`config.mk`:
```
export PLATFORM = sky130hd
export DESIGN_NAME = usbrx_core
export DESIGN_NICKNAME = d
export VERILOG_FILES = /design/src/shared/usbrx_pkg.sv /design/src/core/usbrx_core.sv
export VERILOG_INCLUDE_DIRS = /design/src /design/src/shared
export SDC_FILE = /design/constraint.sdc
export NUM_CORES = 1
export LEC_CHECK = 0
export ABC_AREA = 1
export BUFFER_PORTS_ARGS = -buffer_cell sky130_fd_sc_hd__buf_2
export CAP_MARGIN = 20
export CORE_ASPECT_RATIO = 1.75
export CORE_MARGIN = 4
export CORE_UTILIZATION = 30
export DETAILED_ROUTE_END_ITERATION = 6
export PLACE_DENSITY = 0.54
export REMOVE_ABC_BUFFERS = 1
export SLEW_MARGIN = 40
export SYNTH_ARGS = -nofsm -noshare
export SYNTH_HDL_FRONTEND = slang
export SYNTH_SLANG_ARGS = --single-unit
```
`constraint.sdc`:
```
create_clock -name mclk -period 2.75 [get_ports mclk]
set_input_delay 0.275 -clock mclk [delete_from_list [all_inputs] [get_ports mclk]]
set_output_delay 0.275 -clock mclk [all_outputs]
set_load 0.05 [all_outputs]
```
`src/shared/usbrx_regs.svh`:
```
// Register offsets, field positions, reset values and bounds
`ifndef USBRX_REGS_SVH
`define USBRX_REGS_SVH
`define USBRX_OFS_PEEK     8'h1c
`define USBRX_OFS_POP      8'h20
`define USBRX_OFS_RXLEN    8'h24
`define USBRX_OFS_TXLEN    8'h28
`define USBRX_OFS_INTF     8'h40
`define USBRX_OFS_INTEN    8'h44
`define USBRX_RST_RXLEN    32'h00000200
`define USBRX_RST_TXLEN    32'h02000200
`define USBRX_RST_ZERO     32'h00000000
`define USBRX_CODE_MSB     20
`define USBRX_CODE_LSB     17
`define USBRX_PID_MSB      16
`define USBRX_PID_LSB      15
`define USBRX_BCNT_MSB     14
`define USBRX_BCNT_LSB     4
`define USBRX_NUM_MSB      3
`define USBRX_NUM_LSB      0
`define USBRX_RSV_MSB      31
`define USBRX_RSV_LSB      21
`define USBRX_BIT_RXNE     4
`define USBRX_BIT_EVT      0
`define USBRX_INT_MASK     32'h00000011
`define USBRX_H_IN_DATA    4'h2
`define USBRX_H_IN_DONE    4'h3
`define USBRX_H_TOG_ERR    4'h5
`define USBRX_H_HALTED     4'h7
`define USBRX_D_GONAK      4'h1
`define USBRX_D_OUT_DATA   4'h2
`define USBRX_D_OUT_DONE   4'h3
`define USBRX_D_SETUP_DONE 4'h4
`define USBRX_D_SETUP_DATA 4'h6
`define USBRX_PID_DATA0    2'h0
`define USBRX_PID_DATA1    2'h2
`define USBRX_RX_MIN       16'h0001
`define USBRX_RX_MAX       16'h0400
`define USBRX_HTX_MIN      16'h0001
`define USBRX_HTX_MAX      16'h0400
`define USBRX_DTX_MIN      16'h0010
`define USBRX_DTX_MAX      16'h008c
`endif

```
`src/shared/usbrx_pkg.sv`:
```
// Types of the receive status and FIFO sizing block
package usbrx_pkg;
    typedef logic [3:0]  usbrx_code_t;
    typedef logic [1:0]  usbrx_pid_t;
    typedef logic [10:0] usbrx_bcnt_t;
    typedef logic [3:0]  usbrx_num_t;
    typedef logic [15:0] usbrx_half_t;
    typedef logic [7:0]  usbrx_addr_t;
    typedef logic [31:0] usbrx_word_t;
endpackage

```
`src/core/usbrx_core.sv`:
```
// Receive status queue, FIFO sizing registers and interrupt logic
// Contract
// - Peek read returns top, keeps entry
// - Pop read returns top, removes entry
// - Host status codes in bits 20:17
// - Host pop of 3,5,7 raises interrupt
// - Device status codes in bits 20:17
// - Device codes 1,3,4 raise interrupt
// - Bits 16:15 carry data PID
// - Bits 14:4 carry byte count
// - Bits 3:0 carry channel or endpoint
// - Receive depth in words, 1 to 1024
// - Host transmit depth 1 to 1024
// - Host transmit start in low half
// - Endpoint-0 depth 16 to 140
// - Endpoint-0 start in low half
// - Not-empty interrupt gated by enable bit 4
`timescale 1ns/100ps
`default_nettype none
`include "usbrx_regs.svh"

module usbrx_core #(
    parameter int DEPTH = 16
) (
    input  wire logic               mclk,
    input  wire logic               rst,
    input  wire logic               host_mode,
    input  wire logic               push_valid,
    input  wire usbrx_pkg::usbrx_code_t push_code,
    input  wire usbrx_pkg::usbrx_pid_t  push_pid,
    input  wire usbrx_pkg::usbrx_bcnt_t push_bcnt,
    input  wire usbrx_pkg::usbrx_num_t  push_num,
    output logic                    push_ready,
    input  wire usbrx_pkg::usbrx_addr_t addr,
    input  wire usbrx_pkg::usbrx_word_t wdata,
    input  wire logic               wr,
    input  wire logic               rd,
    output usbrx_pkg::usbrx_word_t  rdata,
    output logic                    irq,
    output logic                    rx_fifo_empty,
    output usbrx_pkg::usbrx_half_t  rx_fifo_depth,
    output usbrx_pkg::usbrx_half_t  tx_depth,
    output usbrx_pkg::usbrx_half_t  tx_start
);
    import usbrx_pkg::*;

    localparam int AW = (DEPTH > 1) ? $clog2(DEPTH) : 1;
    localparam int CW = $clog2(DEPTH + 1);

    // Depth must be a power of two so the pointers wrap by themselves
    logic [20:0]   mem [DEPTH];
    logic [AW-1:0] wr_ptr_reg;
    logic [AW-1:0] rd_ptr_reg;
    logic [CW-1:0] count_reg;
    usbrx_half_t   rx_depth_reg;
    usbrx_half_t   tx_depth_reg;
    usbrx_half_t   tx_start_reg;
    usbrx_word_t   intf_reg;
    usbrx_word_t   inten_reg;
    usbrx_word_t   rdata_reg;
    usbrx_word_t   rdata_next;
    usbrx_word_t   top_word;
    usbrx_word_t   evt_set;
    logic          full;
    logic          empty;
    logic          push_fire;
    logic          pop_fire;
    logic          top_irq;
    usbrx_code_t   top_code;

    function automatic usbrx_half_t clamp16(
        input usbrx_half_t v,
        input usbrx_half_t lo,
        input usbrx_half_t hi
    );
        usbrx_half_t r;
        r = v;
        if (v < lo)
        begin
            r = lo;
        end
        else if (v > hi)
        begin
            r = hi;
        end
        return r;
    endfunction

    function automatic logic code_irq(
        input logic        hmode,
        input usbrx_code_t c
    );
        logic r;
        r = 1'b0;
        if (hmode)
        begin
            r = (c == `USBRX_H_IN_DONE) || (c == `USBRX_H_TOG_ERR) ||
                (c == `USBRX_H_HALTED);
        end
        else
        begin
            r = (c == `USBRX_D_GONAK) || (c == `USBRX_D_OUT_DONE) ||
                (c == `USBRX_D_SETUP_DONE);
        end
        return r;
    endfunction

    assign full       = (count_reg == CW'(DEPTH));
    assign empty      = (count_reg == '0);
    assign push_ready = !full;
    assign push_fire  = push_valid && !full;
    assign pop_fire   = rd && (addr == `USBRX_OFS_POP) && !empty;

    assign top_code = mem[rd_ptr_reg][`USBRX_CODE_MSB:`USBRX_CODE_LSB];

    always_comb
    begin
        top_word = '0;
        if (!empty)
        begin
            top_word[20:0] = mem[rd_ptr_reg];
        end
    end

    assign top_irq = code_irq(host_mode, top_code);

    always_comb
    begin
        evt_set = '0;
        evt_set[`USBRX_BIT_EVT]  = pop_fire && top_irq;
        evt_set[`USBRX_BIT_RXNE] = !empty;
    end

    // Entry storage, no reset needed for data
    always_ff @(posedge mclk)
    begin
        if (push_fire)
        begin
            mem[wr_ptr_reg] <= {push_code, push_pid, push_bcnt, push_num};
        end
    end

    always_ff @(posedge mclk or posedge rst)
    begin
        if (rst)
        begin
            wr_ptr_reg <= '0;
        end
        else if (push_fire)
        begin
            wr_ptr_reg <= wr_ptr_reg + AW'(1);
        end
    end

    always_ff @(posedge mclk or posedge rst)
    begin
        if (rst)
        begin
            rd_ptr_reg <= '0;
        end
        else if (pop_fire)
        begin
            rd_ptr_reg <= rd_ptr_reg + AW'(1);
        end
    end

    always_ff @(posedge mclk or posedge rst)
    begin
        if (rst)
        begin
            count_reg <= '0;
        end
        else if (push_fire && !pop_fire)
        begin
            count_reg <= count_reg + CW'(1);
        end
        else if (pop_fire && !push_fire)
        begin
            count_reg <= count_reg - CW'(1);
        end
    end

    always_ff @(posedge mclk or posedge rst)
    begin
        if (rst)
        begin
            rx_depth_reg <= 16'(`USBRX_RST_RXLEN);
        end
        else if (wr && (addr == `USBRX_OFS_RXLEN))
        begin
            rx_depth_reg <= clamp16(wdata[15:0], `USBRX_RX_MIN, `USBRX_RX_MAX);
        end
    end

    always_ff @(posedge mclk or posedge rst)
    begin
        if (rst)
        begin
            tx_depth_reg <= 16'(`USBRX_RST_TXLEN >> 16);
        end
        else if (wr && (addr == `USBRX_OFS_TXLEN))
        begin
            if (host_mode)
            begin
                tx_depth_reg <= clamp16(wdata[31:16], `USBRX_HTX_MIN,
                                        `USBRX_HTX_MAX);
            end
            else
            begin
                tx_depth_reg <= clamp16(wdata[31:16], `USBRX_DTX_MIN,
                                        `USBRX_DTX_MAX);
            end
        end
    end

    always_ff @(posedge mclk or posedge rst)
    begin
        if (rst)
        begin
            tx_start_reg <= 16'(`USBRX_RST_TXLEN & 32'h0000ffff);
        end
        else if (wr && (addr == `USBRX_OFS_TXLEN))
        begin
            tx_start_reg <= wdata[15:0];
        end
    end

    // Sticky flags, a new event beats a same-cycle clear
    always_ff @(posedge mclk or posedge rst)
    begin
        if (rst)
        begin
            intf_reg <= `USBRX_RST_ZERO;
        end
        else if (wr && (addr == `USBRX_OFS_INTF))
        begin
            intf_reg <= ((intf_reg & ~wdata) | evt_set) & `USBRX_INT_MASK;
        end
        else
        begin
            intf_reg <= (intf_reg | evt_set) & `USBRX_INT_MASK;
        end
    end

    always_ff @(posedge mclk or posedge rst)
    begin
        if (rst)
        begin
            inten_reg <= `USBRX_RST_ZERO;
        end
        else if (wr && (addr == `USBRX_OFS_INTEN))
        begin
            inten_reg <= wdata & `USBRX_INT_MASK;
        end
    end

    assign irq = |(intf_reg & inten_reg);

    // Unmapped offsets read as zero
    always_comb
    begin
        rdata_next = '0;
        if (rd)
        begin
            case (addr)
                `USBRX_OFS_PEEK:  rdata_next = top_word;
                `USBRX_OFS_POP:   rdata_next = top_word;
                `USBRX_OFS_RXLEN: rdata_next = {16'h0000, rx_depth_reg};
                `USBRX_OFS_TXLEN: rdata_next = {tx_depth_reg, tx_start_reg};
                `USBRX_OFS_INTF:  rdata_next = intf_reg;
                `USBRX_OFS_INTEN: rdata_next = inten_reg;
                default:          rdata_next = '0;
            endcase
        end
    end

    // Data stands only in the cycle after the read
    always_ff @(posedge mclk or posedge rst)
    begin
        if (rst)
        begin
            rdata_reg <= '0;
        end
        else
        begin
            rdata_reg <= rdata_next;
        end
    end

    assign rdata         = rdata_reg;
    assign rx_fifo_empty = empty;
    assign rx_fifo_depth = rx_depth_reg;
    assign tx_depth      = tx_depth_reg;
    assign tx_start      = tx_start_reg;
endmodule
`default_nettype wire

```
==> reports/results.txt <==
Hold Crit Depth: 3
Total CTS buffers: 40
Worst Path Arrival: 2.96 ns
Fmax achieved: 400 MHz
Clock buffer depth: 3
DR WL/cell: 19.4 microns
Fin cells: 2588
Crit path launch: count_reg[0]
Setup Total Neg Slack: 0 ns
Number of cells on the worst reg-to-reg path: 14
Post-CTS sizing: 0
DP HPWL: 31900 microns
Initial antenna violation count: 7
Yosys top cell by area: edfxtp_1
Vias in the first global route: 12634
Max FFs per register: 336
Synthesized instance count: 1598
Library cells used by synthesis: 38
Reg clk slew, reported paths: 0.06 ns
Worst-Margin Slew: 0.834 ns
Slew Viols, Final: 0
Chip width: 193 microns
Slew headroom: 0.444
Worst VDD drop: 435 uV
Final Hold Viols: 0
Synth area leaders: edfxtp_1, dfrtp_1, nand2_1
Clock sink count: 433
Die H: 332 microns
Yosys top cell area share: 0.560
Max H-tree Level: 2
Via Count: 12565
PwrDens: 739 mW/mm^2
Port buffer count: 149
Share of layout cells above drive strength 1: 0.176
Placed Cells: 2504
Total wire length: 50200 microns
DR vias/cell: 4.86
Yosys warnings: 0
Synth-to-layout area growth: 18.3%
Seq/Total Area, Yosys: 0.695
CTS tree: done
Drt first pass iters: 5
# nets final: 1853
Row cnt: 118
Gr ovfl total: 0
Die area: 0.0642 sq mm
DP Worst Slack: 0.255 ns
Max-cap violations: 0
Final worst path period share: 0.910
Antenna violation net count after detailed routing: 0
Final setup vio count: 0
Layout fillers: 5879
Root Buffer: clkbuf_16
Starting DRT DRC Count: 674
CP endpoint kind: flop
Worst-path maximum fanout: 4
Hold path start: wdata[13]
Largest net degree at the start of global routing: 70
First-pass GRT wire length: 76700 microns
Static Leak: 8.33 nW
FF+latch count, synth: 433
Syn avg cell area: 11.3 sq um
Req. time, crit path: 3.20 ns
CP Class: reg -> reg
Placer Congestion: 0.838
Startpoint types: flop
Total track usage: 0.152
Final Skew: 0.0258 ns
Worst Hold Class: in -> reg
Core area: 0.0594 sq mm
Post-Syn Area: 0.0180 sq mm
Worst r2r src: count_reg[0]
Clk Latency, worst-skew pair: 0.55 ns
I/O pin cnt: 150
Final worst-path setup slack: 0.248 ns
Initial Util: 0.303
Status: complete, no violations
RSZ-0062 raised after global routing: false
Final min period: 2.50 ns
Drt drc: 0
-- synthesized netlist by cell type --
cell type	instances
or2_1	16
nor4_1	1
nor2_4	2
nor2_1	100
nand3_1	106
o22ai_2	9
buf_2	35
buf_1	7
buf_4	14
xnor2_1	1
a21oi_1	107
ha_1	9
nand2_1	373
xor2_1	7
dfrtp_1	94
a21oi_4	1
buf_6	1
inv_2	13
nor3_2	2
nand4_1	14
clkbuf_1	23
nor3_4	1
dfstp_2	3
or2_2	2
o211ai_1	16
a21oi_2	1
inv_1	127
a32o_1	5
o22ai_1	20
fa_1	1
nor3_1	6
o21ai_0	73
edfxtp_1	336
nand2_4	1
a22oi_1	19
nand2_2	2
o21ai_1	47
o21bai_1	3
-- metal layers --
| layer | up-vias | wire [microns] | track usage |
|---|---|---|---|
| met5 | - | 41 | 0 |
| met4 | 6 | 1740 | 0.0565 |
| met3 | 87 | 2490 | 0.0259 |
| met2 | 372 | 26000 | 0.277 |
| met1 | 6238 | 19900 | 0.178 |
| li1 | 5862 | - | - |
-- final cells by class --
type                            instances  area, sq um  share of cell area
Sequential cell                       433        12500               0.588
Multi-Input combinational cell        945         4610               0.216
Timing Repair Buffer                  216         1410              0.0662
Clock buffer                           49         1080              0.0506
Tap cell                              780          976              0.0458
Inverter                              140          532              0.0250
Clock inverter                         22          173             0.00810
Antenna cell                            3         7.51            0.000352
-- layout by cell type, fill, tap and decap left out, drive strengths merged --
cell type    count
xor2             7
nand2          376
a21oi          109
diode            3
inv            141
nor4             1
nor2           102
a32o             5
buf            206
or2             18
a22oi           19
dlygate4sd3     10
bufinv           2
nand4           14
o22ai           29
ha               9
clkbuf          49
fa               1
o21bai           3
nor3             9
edfxtp         336
o211ai          16
o21ai          120
clkinvlp         2
xnor2            1
nand3          106
dfstp            3
dfrtp           94
clkinv          17
-- worst paths after layout --
check	endpoint	slack, ns
worst max-delay path	count_reg[4]	0.25
worst min-delay path	tx_start[13]	0.02
worst max register to register	count_reg[4]	0.25
worst min register to register	tx_depth[13]	0.49
max in group asynchronous	tx_start[9]	1.66
min in group asynchronous	rdata[6]	0.37
-- where the power goes --
part | internal, mW | switching, mW | total [mW] | leakage [nW]
Combinational | 0.690 | 1.74 | 2.43 | 3.46
Clock | 2.99 | 2.41 | 5.40 | 0.608
Sequential | 7.70 | 0.207 | 7.91 | 4.26
-- worst max-delay path, stage by stage (launching register included) --
cell and delay, ns:
dfrtp_1 0.44, nor2_1 0.17, nand3_1 0.08, nor2_1 0.13, inv_1 0.06, nand4_1 0.10, ha_1 0.21, inv_1 0.12
fa_1 0.43, a21oi_1 0.16, nor2_1 0.05, nor2_1 0.13, nor2_1 0.06, nor2_1 0.12, xor2_1 0.15
-- per-stage QoR --
stage	total power [mW]	hold WS [ns]	util	cell area, sq um
2_1_floorplan	9.42	0.374	-	17600
3_3_place_gp	10.4	0.415	0.336	20000
3_5_place_dp	10.5	0.423	0.336	20000
4_1_cts	15.9	0.000555	0.359	21300
5_1_grt	16.4	0.0119	0.359	21300
6_report	15.7	0.0238	0.359	21300
-- kinds of logic after synthesis --
group,synth area share
AO/OA/AOI/OAI,0.0963
XOR/XNOR,0.00389
flip-flops,0.695
adder cells (fa/ha/maj),0.00736
buffers and inverters,0.0516
AND/OR/NAND/NOR,0.146
-- what timing repair did --
action	CTS	global route
setup buffers	0	0
endpoints found under the hold margin	56	0
hold buffers	10	0
No activity file was read; power rests on OpenSTA's default activity.
